File: src/hw/sesum_params.svh
// Register offsets, field positions, reset values and codes of the status summary block
`ifndef SESUM_PARAMS_SVH
`define SESUM_PARAMS_SVH
// ---------------------------------------------------------------
// Register byte offsets
// ---------------------------------------------------------------
`define SESUM_OFF_STB      12'h000
`define SESUM_OFF_SRE      12'h004
`define SESUM_OFF_CMD      12'h008
`define SESUM_OFF_PCHAR    12'h00C
`define SESUM_OFF_PSTAT    12'h010
`define SESUM_OFF_QSTAT    12'h014
`define SESUM_OFF_COND0    12'h020
`define SESUM_OFF_EVT0     12'h040
`define SESUM_OFF_ENA0     12'h060
`define SESUM_SET_STRIDE   12'h004
// ---------------------------------------------------------------
// Status byte bit positions
// ---------------------------------------------------------------
`define SESUM_STB_MEAS     0
`define SESUM_STB_ERR      2
`define SESUM_STB_QUES     3
`define SESUM_STB_MSG      4
`define SESUM_STB_STD      5
`define SESUM_STB_RQS      6
`define SESUM_STB_OPER     7
// ---------------------------------------------------------------
// Command codes written to the command register
// ---------------------------------------------------------------
`define SESUM_CMD_CLS      8'h01
`define SESUM_CMD_STPRES   8'h02
`define SESUM_CMD_QCLR     8'h03
`define SESUM_CMD_ECLR     8'h04
`define SESUM_CMD_SYSPRES  8'h05
`define SESUM_CMD_RST      8'h06
`define SESUM_CMD_POLL     8'h07
`define SESUM_CMD_PSTART   8'h10
`define SESUM_CMD_PEND     8'h20
// ---------------------------------------------------------------
// Reset values and queue depths
// ---------------------------------------------------------------
`define SESUM_RST16        16'h0000
`define SESUM_RST8         8'h00
`define SESUM_QDEPTH       8
`define SESUM_ERR_PARSE    8'hF1
`endif

File: src/hw/sesum_pkg.sv
// Types shared by the status summary block
package sesum_pkg;
  typedef enum logic [1:0] {
    SESUM_P_RADIX = 2'b00,
    SESUM_P_DIGIT = 2'b01,
    SESUM_P_BAD   = 2'b10
  } sesum_pstate_t;

  typedef enum logic [1:0] {
    SESUM_RX_DEC = 2'b00,
    SESUM_RX_BIN = 2'b01,
    SESUM_RX_HEX = 2'b10,
    SESUM_RX_OCT = 2'b11
  } sesum_radix_t;

  typedef struct packed {
    logic [11:0] paddr;
    logic        psel;
    logic        penable;
    logic        pwrite;
    logic [31:0] pwdata;
  } sesum_apb_req_t;

  typedef struct packed {
    logic [31:0] prdata;
    logic        pready;
    logic        pslverr;
  } sesum_apb_rsp_t;
endpackage : sesum_pkg

File: src/hw/sesum_top.sv
// Status summary block: register sets, queues, status byte and parameter parser
//
// Chosen here: register access over APB and the register offsets.
`timescale 1ns/1ps
`include "sesum_params.svh"
module sesum_top #(
  parameter int NSETS  = 4,
  parameter int QDEPTH = `SESUM_QDEPTH
) (
  input  wire logic                    ref_clk_i,
  input  wire logic                    srst_i,
  input  wire sesum_pkg::sesum_apb_req_t apb_req_i,
  output sesum_pkg::sesum_apb_rsp_t    apb_rsp_o,
  input  wire logic [NSETS*16-1:0]     cond_i,
  input  wire logic                    oq_push_i,
  input  wire logic                    oq_pop_i,
  input  wire logic                    eq_push_i,
  input  wire logic                    eq_pop_i,
  output logic [7:0]                   status_byte_o,
  output logic                         srq_o
);
  import sesum_pkg::*;

  // ---------------------------------------------------------------
  // Helpers
  // ---------------------------------------------------------------
  // Set index 0 standard, 1 operation, 2 measurement, 3 questionable
  localparam int STD  = 0;
  localparam int OPER = 1;
  localparam int MEAS = 2;
  localparam int QUES = 3;

  // Digit value of a character for a radix, bit 4 flags invalid
  function automatic logic [4:0] digit_val(input logic [7:0] c, input sesum_radix_t r);
    logic [7:0] u;
    u = c & 8'hDF;
    digit_val = 5'h10;
    if (c >= 8'h30 && c <= 8'h39) digit_val = {1'b0, c[3:0]};
    else if (u >= 8'h41 && u <= 8'h46) digit_val = 5'(u - 8'h37);
    case (r)
      SESUM_RX_BIN: if (digit_val > 5'h01) digit_val = 5'h10;
      SESUM_RX_OCT: if (digit_val > 5'h07) digit_val = 5'h10;
      SESUM_RX_DEC: if (digit_val > 5'h09) digit_val = 5'h10;
      default: ;
    endcase
  endfunction : digit_val

  // Radix multiply-accumulate, kept to 16 bits
  function automatic logic [15:0] accum(input logic [15:0] a, input logic [3:0] d, input sesum_radix_t r);
    case (r)
      SESUM_RX_BIN: accum = {a[14:0], 1'b0} + {12'h000, d};
      SESUM_RX_OCT: accum = {a[12:0], 3'b000} + {12'h000, d};
      SESUM_RX_HEX: accum = {a[11:0], 4'h0} + {12'h000, d};
      default:      accum = {a[12:0], 3'b000} + {a[14:0], 1'b0} + {12'h000, d};
    endcase
  endfunction : accum

  // ---------------------------------------------------------------
  // State
  // ---------------------------------------------------------------
  typedef struct packed {
    logic [NSETS-1:0][15:0] cond;
    logic [NSETS-1:0][15:0] evt;
    logic [NSETS-1:0][15:0] ena;
    logic [7:0]             sre;
    logic [3:0]             oq_cnt;
    logic [3:0]             eq_cnt;
    logic                   rqs;
    logic                   mss_prev;
    sesum_pstate_t          pst;
    sesum_radix_t           prx;
    logic [15:0]            pacc;
    logic [3:0]             ptgt;
    logic                   perr;
    logic [7:0]             stb;
    logic                   srq;
    sesum_apb_rsp_t         rsp;
  } sesum_state_t;

  sesum_state_t st_q;
  sesum_state_t st_d;

  logic        wr_acc;
  logic        rd_acc;
  logic [11:0] addr;
  logic [31:0] wdata;
  logic [NSETS-1:0] set_sum;
  logic [7:0]  sum_bits;
  logic        mss;
  logic        eq_clear;
  logic        eq_add;
  logic [4:0]  dv;
  logic [3:0]  sidx;

  assign wr_acc = apb_req_i.psel & apb_req_i.penable & apb_req_i.pwrite;
  assign rd_acc = apb_req_i.psel & ~apb_req_i.pwrite;
  assign addr   = apb_req_i.paddr;
  assign wdata  = apb_req_i.pwdata;
  assign dv     = digit_val(wdata[7:0], st_q.prx);
  assign sidx   = 4'(addr[4:2]);

  // Summary of each set from event and enable
  always_comb begin
    for (int i = 0; i < NSETS; i++) begin
      set_sum[i] = |(st_q.evt[i] & st_q.ena[i]);
    end
  end

  // Status byte summary bits follow sources directly
  always_comb begin
    sum_bits                   = `SESUM_RST8;
    sum_bits[`SESUM_STB_MEAS]  = set_sum[MEAS];
    sum_bits[`SESUM_STB_ERR]   = st_q.eq_cnt != 4'h0;
    sum_bits[`SESUM_STB_QUES]  = set_sum[QUES];
    sum_bits[`SESUM_STB_MSG]   = st_q.oq_cnt != 4'h0;
    sum_bits[`SESUM_STB_STD]   = set_sum[STD];
    sum_bits[`SESUM_STB_OPER]  = set_sum[OPER];
    mss                        = |(sum_bits & st_q.sre);
  end

  // ---------------------------------------------------------------
  // Next-state logic
  // ---------------------------------------------------------------
  always_comb begin
    st_d             = st_q;
    eq_clear         = 1'b0;
    eq_add           = 1'b0;
    st_d.rsp.pready  = 1'b1;
    st_d.rsp.pslverr = 1'b0;
    st_d.rsp.prdata  = 32'h0000_0000;
    st_d.cond        = cond_i;

    // Latch events on rising condition edges
    for (int i = 0; i < NSETS; i++) begin
      st_d.evt[i] = st_q.evt[i] | (cond_i[i*16 +: 16] & ~st_q.cond[i]);
    end

    // Register writes; only the request enable, the enables, the command register and the character register are writable
    if (wr_acc) begin
      if (addr == `SESUM_OFF_SRE) begin
        st_d.sre = wdata[7:0];
      end else if (addr >= `SESUM_OFF_ENA0 && addr < `SESUM_OFF_ENA0 + 12'(NSETS*4)) begin
        st_d.ena[sidx] = wdata[15:0];
      end else if (addr == `SESUM_OFF_CMD) begin
        case (wdata[7:0])
          `SESUM_CMD_CLS: begin
            // Clear-status empties events, but an edge in the same cycle still sets its bit
            for (int i = 0; i < NSETS; i++) st_d.evt[i] = cond_i[i*16 +: 16] & ~st_q.cond[i];
            eq_clear = 1'b1;
          end
          `SESUM_CMD_STPRES: begin
            st_d.ena[OPER] = `SESUM_RST16;
            st_d.ena[MEAS] = `SESUM_RST16;
            st_d.ena[QUES] = `SESUM_RST16;
          end
          `SESUM_CMD_QCLR, `SESUM_CMD_ECLR: eq_clear = 1'b1;
          `SESUM_CMD_SYSPRES, `SESUM_CMD_RST: ;
          `SESUM_CMD_POLL: st_d.rqs = 1'b0;
          `SESUM_CMD_PSTART: begin
            st_d.pst  = SESUM_P_RADIX;
            st_d.pacc = `SESUM_RST16;
            st_d.prx  = SESUM_RX_DEC;
            st_d.ptgt = wdata[11:8];
            st_d.perr = 1'b0;
          end
          `SESUM_CMD_PEND: begin
            if (st_q.pst == SESUM_P_BAD) begin
              eq_add    = 1'b1;
              st_d.perr = 1'b1;
            end else if (st_q.ptgt == 4'hF) begin
              st_d.sre = st_q.pacc[7:0];
            end else if (st_q.ptgt < 4'(NSETS)) begin
              st_d.ena[st_q.ptgt[1:0]] = st_q.pacc;
            end
            st_d.pst = SESUM_P_RADIX;
          end
          default: ;
        endcase
      end else if (addr == `SESUM_OFF_PCHAR) begin
        // Character stream of a programming value
        case (st_q.pst)
          SESUM_P_RADIX: begin
            if (wdata[7:0] == 8'h23) begin
              st_d.pst = SESUM_P_RADIX;
              st_d.prx = SESUM_RX_HEX;                      // header pending marker
            end else if (st_q.prx == SESUM_RX_HEX && st_q.pacc == `SESUM_RST16 &&
                         (wdata[7:0] & 8'hDF) == 8'h42) begin
              st_d.prx = SESUM_RX_BIN; st_d.pst = SESUM_P_DIGIT;
            end else if (st_q.prx == SESUM_RX_HEX && (wdata[7:0] & 8'hDF) == 8'h48) begin
              st_d.pst = SESUM_P_DIGIT;
            end else if (st_q.prx == SESUM_RX_HEX && (wdata[7:0] & 8'hDF) == 8'h51) begin
              st_d.prx = SESUM_RX_OCT; st_d.pst = SESUM_P_DIGIT;
            end else if (st_q.prx == SESUM_RX_DEC && !dv[4]) begin
              st_d.pacc = accum(st_q.pacc, dv[3:0], SESUM_RX_DEC);
              st_d.pst  = SESUM_P_DIGIT;
            end else begin
              st_d.pst = SESUM_P_BAD;
            end
          end
          SESUM_P_DIGIT: begin
            if (dv[4]) st_d.pst = SESUM_P_BAD;
            else st_d.pacc = accum(st_q.pacc, dv[3:0], st_q.prx);
          end
          SESUM_P_BAD: ;
          default: st_d.pst = SESUM_P_BAD;
        endcase
      end else begin
        // Any other write hits a read-only or unmapped word and is refused
        st_d.rsp.pslverr = 1'b1;
      end
    end

    // Register reads, answered in the access phase
    if (rd_acc) begin
      if (addr == `SESUM_OFF_STB)
        st_d.rsp.prdata = {24'h000000, sum_bits | {1'b0, mss, 6'b000000}};
      else if (addr == `SESUM_OFF_SRE)
        st_d.rsp.prdata = {24'h000000, st_q.sre};
      else if (addr == `SESUM_OFF_PSTAT)
        st_d.rsp.prdata = {st_q.perr, 13'h0000, st_q.pst, st_q.pacc};
      else if (addr == `SESUM_OFF_QSTAT)
        st_d.rsp.prdata = {16'h0000, 4'h0, st_q.eq_cnt, 4'h0, st_q.oq_cnt};
      else if (addr >= `SESUM_OFF_COND0 && addr < `SESUM_OFF_COND0 + 12'(NSETS*4))
        st_d.rsp.prdata = {16'h0000, st_q.cond[sidx]};
      else if (addr >= `SESUM_OFF_EVT0 && addr < `SESUM_OFF_EVT0 + 12'(NSETS*4)) begin
        st_d.rsp.prdata = {16'h0000, st_q.evt[sidx]};
        // Reading an event register clears it on the completing edge
        if (apb_req_i.penable) st_d.evt[sidx] = cond_i[sidx*16 +: 16] & ~st_q.cond[sidx];
      end else if (addr >= `SESUM_OFF_ENA0 && addr < `SESUM_OFF_ENA0 + 12'(NSETS*4))
        st_d.rsp.prdata = {16'h0000, st_q.ena[sidx]};
      else if (addr == `SESUM_OFF_CMD || addr == `SESUM_OFF_PCHAR)
        st_d.rsp.prdata = 32'h0000_0000;
      else
        st_d.rsp.pslverr = ~apb_req_i.penable;              // Set in setup, stands in access
    end

    // Output queue occupancy
    if (oq_push_i && !oq_pop_i && st_q.oq_cnt != 4'(QDEPTH)) st_d.oq_cnt = st_q.oq_cnt + 4'h1;
    else if (oq_pop_i && !oq_push_i && st_q.oq_cnt != 4'h0) st_d.oq_cnt = st_q.oq_cnt - 4'h1;

    // Error queue occupancy, new entries win over clear
    if (eq_clear) begin
      st_d.eq_cnt = 4'(eq_push_i | eq_add);
    end else if ((eq_push_i || eq_add) && !eq_pop_i) begin
      if (st_q.eq_cnt != 4'(QDEPTH)) st_d.eq_cnt = st_q.eq_cnt + 4'h1;
    end else if (eq_pop_i && !eq_push_i && !eq_add && st_q.eq_cnt != 4'h0) begin
      st_d.eq_cnt = st_q.eq_cnt - 4'h1;
    end

    // Request bit sets on a rising master summary, poll clears it
    if (mss && !st_q.mss_prev) st_d.rqs = 1'b1;
    st_d.mss_prev = mss;
    st_d.stb      = sum_bits | {1'b0, mss, 6'b000000};
    st_d.srq      = st_d.rqs;
  end

  // ---------------------------------------------------------------
  // State register
  // ---------------------------------------------------------------
  always_ff @(posedge ref_clk_i) begin
    if (srst_i) begin
      st_q         <= '0;
      st_q.rsp.pready <= 1'b1;
    end else begin
      st_q <= st_d;
    end
  end

  assign apb_rsp_o     = st_q.rsp;
  assign status_byte_o = st_q.stb;
  assign srq_o         = st_q.srq;
endmodule : sesum_top

File: config.mk
export PLATFORM = sky130hd
export DESIGN_NAME = sesum_top
export DESIGN_NICKNAME = d
export VERILOG_FILES = /design/src/hw/sesum_pkg.sv /design/src/hw/sesum_top.sv
export VERILOG_INCLUDE_DIRS = /design/src /design/src/hw
export SDC_FILE = /design/constraint.sdc
export NUM_CORES = 1
export LEC_CHECK = 0
export BUFFER_PORTS_ARGS = -buffer_cell sky130_fd_sc_hd__buf_2
export CAP_MARGIN = 25
export CELL_PAD_IN_SITES_DETAIL_PLACEMENT = 0
export CELL_PAD_IN_SITES_GLOBAL_PLACEMENT = 1
export CORE_MARGIN = 3
export CORE_UTILIZATION = 45
export DETAILED_ROUTE_END_ITERATION = 7
export PLACE_DENSITY = 0.77
export SLEW_MARGIN = 20
export SYNTH_ARGS = -nofsm -noshare
export SYNTH_HDL_FRONTEND = slang
export SYNTH_SLANG_ARGS = --single-unit
File: constraint.sdc
create_clock -name ref_clk_i -period 9.5 [get_ports ref_clk_i]
set_clock_uncertainty 0.1 [all_clocks]
set_input_delay 0.95 -clock ref_clk_i [delete_from_list [all_inputs] [get_ports ref_clk_i]]
set_output_delay 0.95 -clock ref_clk_i [all_outputs]
set_load 0.02 [all_outputs]
---- Word-level counts from Yosys, hierarchy flattened ----
Cells that the tools add are included.
cells by class
  add/sub/neg operators ................... 10
  reduce and logical (&&, ||, !) cells .... 69
  bitwise gates (word level) .............. 29
  magnitude comparators ................... 18
  shift operators ......................... 1
  multiplexer cells ....................... 108
  equality and inequality tests ........... 44
operators with widths
  cell                                                   count
  two-way mux 64 bit                                     13
  two-way mux 136 bit                                    2
  two-way mux 16 bit                                     14
  bitwise mux 64 bit                                     3
  AND 16 bit                                             9
  two-way mux 128 bit                                    1
  binary-select mux 16 bit (select 2 bit)                3
  two-way mux 32 bit                                     3
  one-hot mux 48 bit (2 select lines)                    1
  NOT 16 bit                                             5
  two-way mux 72 bit                                     1
  adder 16 x 4 -> 16 bit                                 4
  demux 16 bit (select 2 bit)                            2
  OR 16 bit                                              4
  OR reduction 16 bit                                    4
  indexed part select 64 x 8 -> 16 bit                   1
  one-hot mux 16 bit (3 select lines)                    1
  two-way mux 20 bit                                     2
  two-way mux 1 bit                                      32
  two-way mux 4 bit                                      8
  one-hot mux 16 bit (2 select lines)                    1
  inequality test 3 bit (second input constant)          10
  two-way mux 5 bit                                      5
  equality test 12 x 4 -> 1 bit (second input constant)  2
  other kinds (68)                                       148
storage, ports and cells
  register bits after elaboration ......... 277
  input bits .............................. 117
  output and inout bits ................... 43

---- Longest topological paths before layout ----
Gate-level depths: netlist of the first run.
  depth after elaboration ................. 22
  gate-level depth with buffers ........... 22

---- Worst setup path after synthesis of the first run ----
No wires, ideal clock.
  path type ............................... input -> register
  start ................................... input apb_req_i[0] (netlist name)
  end ..................................... register st_q[63] (netlist name)
  stages on the path ...................... 20
  path buffers ............................ 1
  data arrival time ....................... 5.181 ns
  path slack .............................. 4.102 ns
  cells stage by stage .................... inv_1 > ha_1 > clkbuf_1 > o21bai_1 > a21oi_1 > mux2i_1 > a31oi_1 > nor4_1 > inv_1 > fa_1 > inv_1 > ha_1 > a211o_1 > a21oi_1 > a21oi_1 > a311oi_1 > o41ai_1 > xnor2_1 > nand2_1 > a32o_1
on the way
  longest elaborated chain between the ends .. 16
  elaborated cells between the ends (all ways) .. 48
RTL lines
  item                                                                                     line                                               text
  start: declaration                                                                       sesum_top.sv:12                                    input wire sesum_pkg::sesum_apb_req_t apb_req_i,
  >= comparator 8 x 7 -> 1 bit or less-or-equal comparator 8 x 7 -> 1 bit (tied branches)  sesum_top.sv:39                                    else if (u >= 8'h41 && u <= 8'h46) digit_val = 5'(u - 8'h37);
  logical AND 1 bit                                                                        sesum_top.sv:39
  two-way mux 5 bit                                                                        sesum_top.sv:39
  two-way mux 5 bit                                                                        sesum_top.sv:38                                    if (c >= 8'h30 && c <= 8'h39) digit_val = {1'b0, c[3:0]};
  > comparator 5 x 4 -> 1 bit, or another cell as far along                                sesum_top.sv:43                                    SESUM_RX_DEC: if (digit_val > 5'h09) digit_val = 5'h10;
  two-way mux 5 bit (on tied branches)                                                     sesum_top.sv:43, sesum_top.sv:41, sesum_top.sv:42
  one-hot mux 5 bit (3 select lines)                                                       sesum_top.sv:40                                    case (r)
  adder 16 x 4 -> 16 bit                                                                   sesum_top.sv:54                                    default: accum = {a[12:0], 3'b000} + {a[14:0], 1'b0} + {12'h000, d};
  two-way mux 16 bit                                                                       sesum_top.sv:193                                   end else if (st_q.prx == SESUM_RX_DEC && !dv[4]) begin
  two-way mux 16 bit                                                                       sesum_top.sv:191                                   end else if (st_q.prx == SESUM_RX_HEX && (wdata[7:0] & 8'hDF) == 8'h51) begin
  two-way mux 18 bit                                                                       sesum_top.sv:189                                   end else if (st_q.prx == SESUM_RX_HEX && (wdata[7:0] & 8'hDF) == 8'h48) begin
  two-way mux 16 bit                                                                       sesum_top.sv:186                                   end else if (st_q.prx == SESUM_RX_HEX && st_q.pacc == `SESUM_RST16 &&
  two-way mux 16 bit                                                                       sesum_top.sv:183                                   if (wdata[7:0] == 8'h23) begin
  one-hot mux 16 bit (2 select lines)                                                      sesum_top.sv:181                                   case (st_q.pst)
  two-way mux 20 bit                                                                       sesum_top.sv:179                                   end else if (addr == `SESUM_OFF_PCHAR) begin
  two-way mux 20 bit                                                                       sesum_top.sv:144                                   end else if (addr == `SESUM_OFF_CMD) begin
  end signal: assignment                                                                   sesum_top.sv:265                                   st_q <= st_d;
  end: declaration                                                                         sesum_top.sv:80                                    sesum_state_t st_q;
Several ways; a longest one is shown, not always the timed one. The select of a mux whose other input is x is not followed.
A chain may end at the register's enable or synchronous reset.

---- Worst setup path after layout of the first run ----
  start ................................... input apb_req_i[1] (netlist name)
  end ..................................... register st_q[63] (netlist name)
The elaborated chain is that of the path after synthesis.

==> run metrics, run 1 <==
minimum clock period=between 5000 and 6000 ps; drt initial violations=between 1500 and 2000; CTS tree=done; Post-CTS Setup Bufs=0; DRT antenna net count=0; Seq cells post-synth=about 260; Worst Setup End Kind=register; WL final=58500 um; Worst VDD drop=roughly 0.16 mV; pwr/cell area=~150 nW/um2; CP arrival=around 6000 ps; worst endpoint required time=approximately 9900 ps; Final Setup Violations=0; first-pass GRT wire length=approximately 90000 um; fin nets=~2000; commonest non-fill, non-tap cell in the layout=dfxtp_1; CTS buffer count=30; crit-path cells=buf_2 -> inv_1 -> ha_1 -> o21bai_1 -> a21oi_1 -> mux2i_1 -> a31oi_1 -> nor4_1 -> inv_1 -> fa_1 -> inv_1 -> ha_1 -> a211o_1 -> a21oi_1 -> a21oi_1 -> a311oi_1 -> o41ai_1 -> xnor2_1 -> nand2_1 -> a32o_1; Max-slew headroom=between 20% and 30%; cell count after synthesis=1812; setup TNS=0 ps; reg2reg path depth=16; Startpoint Class=input pin; Final WS setup=between 3000 and 4000 ps; hold depth=2; Worst-Margin Slew=approximately 1100 ps; DR DRC count=0; Total GRT Usage=slightly below 30%; max-cap violations=0; slowest stage delay, CP=about 600 ps; Via density=6.54; 1st-pass router iterations=8; Min-Delay Endpoint=st_q[43]$_SDFFE_PP0P_; CTS max path bufs=3; layout cell share with drive strength beyond 1=~16%; Port Buf Inserts=128; FMAX=~170 MHz; Resized cells post-CTS=0; RR Startpoint=st_q[64]$_SDFFE_PP0P_; RSZ-0062 raised after global routing=no; fin crit share=between 60 and 70%; Core Rows=between 60 and 70; Hold Slack=376 ps; placer congestion estimate=between 0.9 and 1; vias in the first global route=approximately 14000; Stages on worst setup path=20; DP Worst Slack=3190 ps; most frequent cells in the layout=dfxtp_1, nor2_1, mux2i_1; status=completed; cell family with most CP delay=compound AO/OA/AOI/OAI gates; Design Power=~2.7 mW; via count=between 15000 and 20000; asr flop ratio synth=0%; initial antenna violation count=4; static leakage=approximately 7.2 nW; Pins Over Slew Limit=0; TritonCTS Sinks=261; worst r2r dst=st_q[60]$_SDFFE_PP0P_; EDFF count, synth=0; Hold/Removal Path Class=reg2reg; root buf cell=clkbuf_16; Setup CP Type=in2reg; I/O pins=160; Post-CTS Hold Buffers=0; Design Area, Final=17700 um2; Netlist cell types=between 70 and 80; DIE AREA=around 38000 um2; flop-to-flop setup slack=between 5000 and 6000 ps; Worst Path Buf+Inv=4; clock latency on the worst-skew pair=590 ps; CP Max Fanout=10; hold path startpoint=st_q[43]$_SDFFE_PP0P_; placed instance area=approximately 17000 um2; Hold Fails Final Rpt=0; Seq/Total Area, Yosys=roughly a third; clock slew seen by the registers of the worst setup and hold paths=roughly 60 ps; largest net degree at the start of global routing=93; Initial Util=between 40% and 50%; Post-DP HPWL=between 40000 and 50000 um; area growth from synthesis to layout=10.8%; primary flip-flop cell chosen by synthesis mapping=dfxtp_1; cell area after synthesis=between 15000 and 20000 um2; die height=~190 um; Core ar.=about 35000 um2; Avg Cell Area, Syn=8.80 um2; Die Span X=between 150 and 200 um; htree depth=1; total grt overflow=0; DR WL/cell=~25 um; Slowest cell on crit path=nor4_1; Critical Path Start=apb_req_i[1]; synth warn=0
==> area by class of cell <==
cell class / instances / area, um2
flip-flops and latches: 261 / 5230
inverters: 86 / 323
well taps: 455 / 569
repair buffers: 158 / 903
multi-input cells: 1299 / 9600
clock buffers: 36 / 823
fillers: 3349 / 17100
clock inverters: 18 / 211
diodes: 2 / 5.00
==> cells in the mapped netlist, types with 25 or more instances <==
master    count  share of area [%]
a21oi_1      62                1.9
nor3_1       93                2.9
ha_1         37                2.9
mux2i_1     131                8.2
o22ai_1      49                1.9
mux4_2       64                9.0
nor2_1      226                5.3
buf_4        43                2.0
a221oi_1     87                4.8
nand2_1      82                1.9
nand3_1      25               0.78
o21ai_0      54                1.7
nor2b_1      74                2.9
clkbuf_1    106                2.5
dfxtp_1     261                 33
a22oi_1      30                1.4
inv_1        85                2.0
==> metal layers <==
metal	vias to the layer above	global-route usage [%]	wire, um	share of wire (%)
met5	-	0	15	0.026
met2	861	45.2	25900	44
met3	165	5.93	5980	10
met4	2	10.5	2190	3.7
met1	7408	41.4	24500	42
li1	6703	-	-	-
==> worst reg2reg max path: stages, from the launching register on <==
cell and delay (ps):
dfxtp_1 310, buf_4 270, clkinv_1 390, o21ai_0 530, nor3_1 170, ha_1 340
ha_1 190, inv_1 70, fa_1 460, nor2b_1 170, o31a_1 260, o211ai_1 170
nand3b_1 130, xor2_1 170, nor2_1 80, or4_1 440, a21oi_1 160
==> report_power, final <==
group,switching (mW),total (mW),internal [mW]
clock network,0.506,1.21,0.705
logic,0.179,0.315,0.136
registers,0.0590,1.20,1.14
total,0.744,2.73,1.99
==> kinds of logic after synthesis <==
family                     after synthesis  synth area share (%)
AOI/OAI and AO/OA                      398                  17.8
xor gates and xnor gates                32                  1.76
adders and majority gates               42                  3.53
buffers and inverters                  265                  7.48
DFF                                    261                  32.8
muxes                                  199                  17.5
other                                    2                0.0471
and+or+nand+nor                        613                  19.1
==> worst max-delay path by stage <==
stage	end
floorplan	st_q[63]$_SDFFE_PP0P_
global placement	st_q[63]$_SDFFE_PP0P_
detailed placement	st_q[63]$_SDFFE_PP0P_
CTS	st_q[63]$_SDFFE_PP0P_
global route	st_q[63]$_SDFFE_PP0P_
finish	st_q[63]$_SDFFE_PP0P_
==> stage by stage <==
stage	utilization (%)	instances
floorplan	-	1825
finish	50.9	2315
CTS	50.8	2311
global route	50.9	2315
global placement	47.7	2254
detailed placement	47.8	2257
No activity file was read; power rests on OpenSTA's default activity.
==> inputs of run 2 (changes only) <==
- ABC_AREA: unset -> 1
- CORE_UTILIZATION: 45 -> 43
- PLACE_DENSITY: 0.77 -> 0.78
- clock period: 9.5 -> 5.9 ns (I/O delays scaled with it)
==> run metrics, run 2 <==
Post-synth top cells=nand2_1, inv_1, dfxtp_1; largest net degree at the start of global routing=84 (-9.7%); EDFF count, synth=0 (unchanged); Startpoint Class=input pin; Die Span X=201 um (+3.4%); Setup CP Type=in2reg; cell area after synthesis=16300 um2 (+2.3%); Total GRT Usage=30.3% (+0.82 points); Post-DP HPWL=45600 um (+12%); fin nets=2653 (+33%); CTS tree=done; Max-slew headroom=38.5% (+12 points); Hold Fails Final Rpt=0 (unchanged); Netlist cell types=61 (-20%); via count=17800 (+18%); CTS buffer count=30 (unchanged); I/O pins=160 (unchanged); Worst Setup End Kind=register; Placed Cells=2965 (+31%); flop-to-flop setup slack=1840 ps (-3180 ps); Port Buf Inserts=128 (unchanged); TritonCTS Sinks=261 (unchanged); vias in the first global route=16800 (+20%); area growth from synthesis to layout=10.5%; Worst Path Buf+Inv=6 (+2); Initial Util=44.1% (-1.8 points); Core ar.=37000 um2 (+6.5%); most used cell along the critical path=nand2_1; Via density=5.91 (-9.6%); cell family with most CP delay=simple AND/OR/NAND/NOR gates; Final Setup Violations=0 (unchanged); Seq cells post-synth=261 (unchanged); DRT antenna net count=0 (unchanged); Core Rows=70 (+2.9%); pwr/cell area=239 nW/um2 (+54%); slowest stage delay, CP=480 ps (-130 ps); DIE AREA=40300 um2 (+6.9%); setup TNS=0 ps (unchanged); drt initial violations=1888 (+6.1%); total grt overflow=0 (unchanged); RR Startpoint=st_q[65]$_SDFFE_PP0P_; minimum clock period=4210 ps; Worst-Margin Slew=922 ps (-176 ps); Stages on worst setup path=28 (+40%); asr flop ratio synth=0% (unchanged); worst endpoint required time=6300 ps (-3580 ps); synth warn=0 (unchanged); clock latency on the worst-skew pair=570 ps (-20 ps); largest area contributor in the netlist=dfxtp_1; RSZ-0062 raised after global routing=no; Hold Slack=142 ps (-234 ps); DP Worst Slack=1170 ps (-2010 ps); root buf cell=clkbuf_16; top cells by area, synth=dfxtp_1, nand2_1, inv_1; Final WS setup=1690 ps (-2040 ps); CP arrival=4610 ps (-1540 ps); FMAX=roughly 240 MHz; most frequent cells in the layout=nand2_1, inv_1, dfxtp_1; DR DRC count=0 (unchanged); WL final=63900 um (+9.1%); Design Power=4.31 mW (+58%); first-pass GRT wire length=98000 um (+12%); CTS max path bufs=3 (unchanged); Resized cells post-CTS=0 (unchanged); Inserted Diodes=0 (-2); layout cell share with drive strength beyond 1=10.7% (-5.7 points); reg2reg path depth=19 (+3); initial antenna violation count=2 (-2); Post-CTS Hold Buffers=0 (unchanged); commonest non-fill, non-tap cell in the layout=nand2_1; Critical Path Start=apb_req_i[0]; Worst VDD drop=0.222 mV (+42%); Slowest cell on crit path=fa_1; Pins Over Slew Limit=0 (unchanged); status=completed; max-cap violations=0 (unchanged); DR WL/cell=21.2 um (-16%); Layout Cells excl Fill=3016 (+30%); Avg Cell Area, Syn=6.60 um2 (-25%); fin crit share=between 70% and 80%; 1st-pass router iterations=5 (-3); worst r2r dst=st_q[62]$_SDFFE_PP0P_; Hold/Removal Path Class=in2reg; Post-CTS Setup Bufs=0 (unchanged); die height=201 um (+3.4%); Seq/Total Area, Yosys=32.0% (-0.74 points); most common cell in the netlist=nand2_1; clock slew seen by the registers of the worst setup and hold paths=60 ps (about the same); placer congestion estimate=0.939 (-3.8%); htree depth=1 (unchanged); static leakage=7.96 nW (+10%); primary flip-flop cell chosen by synthesis mapping=dfxtp_1; cell count after synthesis=2471 (+36%); Synth top area share=32.0% (-0.74 points); CP Max Fanout=11 (+1); Worst Setup EP=st_q[62]$_SDFFE_PP0P_
## run 2: cell count changes in the layout (fill, tap and decap cells not counted), moves of 23 or more
| cell | before | now |
|---|---|---|
| o21ai_1 | 0 | 47 |
| inv_2 | 0 | 24 |
| nand4_1 | 9 | 38 |
| inv_1 | 85 | 327 |
| nor2b_1 | 72 | 0 |
| o21ai_0 | 54 | 186 |
| nand3_1 | 25 | 87 |
| o22ai_1 | 49 | 132 |
| mux2i_1 | 131 | 0 |
| mux4_2 | 64 | 0 |
| nand2_1 | 82 | 443 |
| nor3_1 | 92 | 20 |
| a22oi_1 | 30 | 7 |
| a21oi_1 | 62 | 194 |
## run 2: worst min-delay path: stages
cell and delay [ps]:
buf_2 70, inv_1 50, nor2_1 70
## run 2: final cells by class
type	instances	area, um2
well taps	504	631
clock inverters	9	123
multi-input cells	1688	8950
inverters	357	1340
repair buffers	156	868
fillers	3844	18900
clock buffers	41	893
flip-flops and latches	261	5230
## run 2: worst min-delay path by stage
stage	startpoint	to	slack, ps	cells past startpoint
2_1_floorplan	status_byte_o[6]$_SDFF_PP0_	srq_o$_SDFFE_PP0P_	320	1
3_3_place_gp	status_byte_o[6]$_SDFF_PP0_	srq_o$_SDFFE_PP0P_	340	1
3_5_place_dp	st_q[85]$_SDFFE_PP0P_	st_q[85]$_SDFFE_PP0P_	360	2
4_1_cts	cond_i[54]	st_q[268]$_SDFF_PP0_	130	3
5_1_grt	cond_i[4]	st_q[218]$_SDFF_PP0_	150	3
6_report	cond_i[21]	st_q[235]$_SDFF_PP0_	140	3
## run 2: layer usage
metal	GRT usage, %	vias to the layer above	share of wire, %
li1	-	8409	-
met1	42.6	8475	44
met2	47.3	798	44
met3	4.78	147	8.5
met4	10.3	2	3.5
met5	0	-	0.020
## run 2: cell families after synthesis
kind of cell / after synthesis / share of synthesized area, %
compound gates: 752 / 27.9
simple gates: 864 / 22.1
xor+xnor: 15 / 0.805
fa+ha+maj: 42 / 3.45
buf+inv: 535 / 13.7
flops: 261 / 32.0
other cells: 2 / 0.0460
## run 2: power breakdown
part / internal [mW] / switching, mW
Clock: 1.17 / 0.766
Sequential: 1.83 / 0.0640
Combinational: 0.159 / 0.310
## run 2: through the flow
step / util (%) / instance area, um2
global placement: 45.9 / 17000
finish: 48.8 / 18000
detailed placement: 46.0 / 17000
floorplan: - / 16400
global route: 48.8 / 18000
CTS: 48.7 / 18000
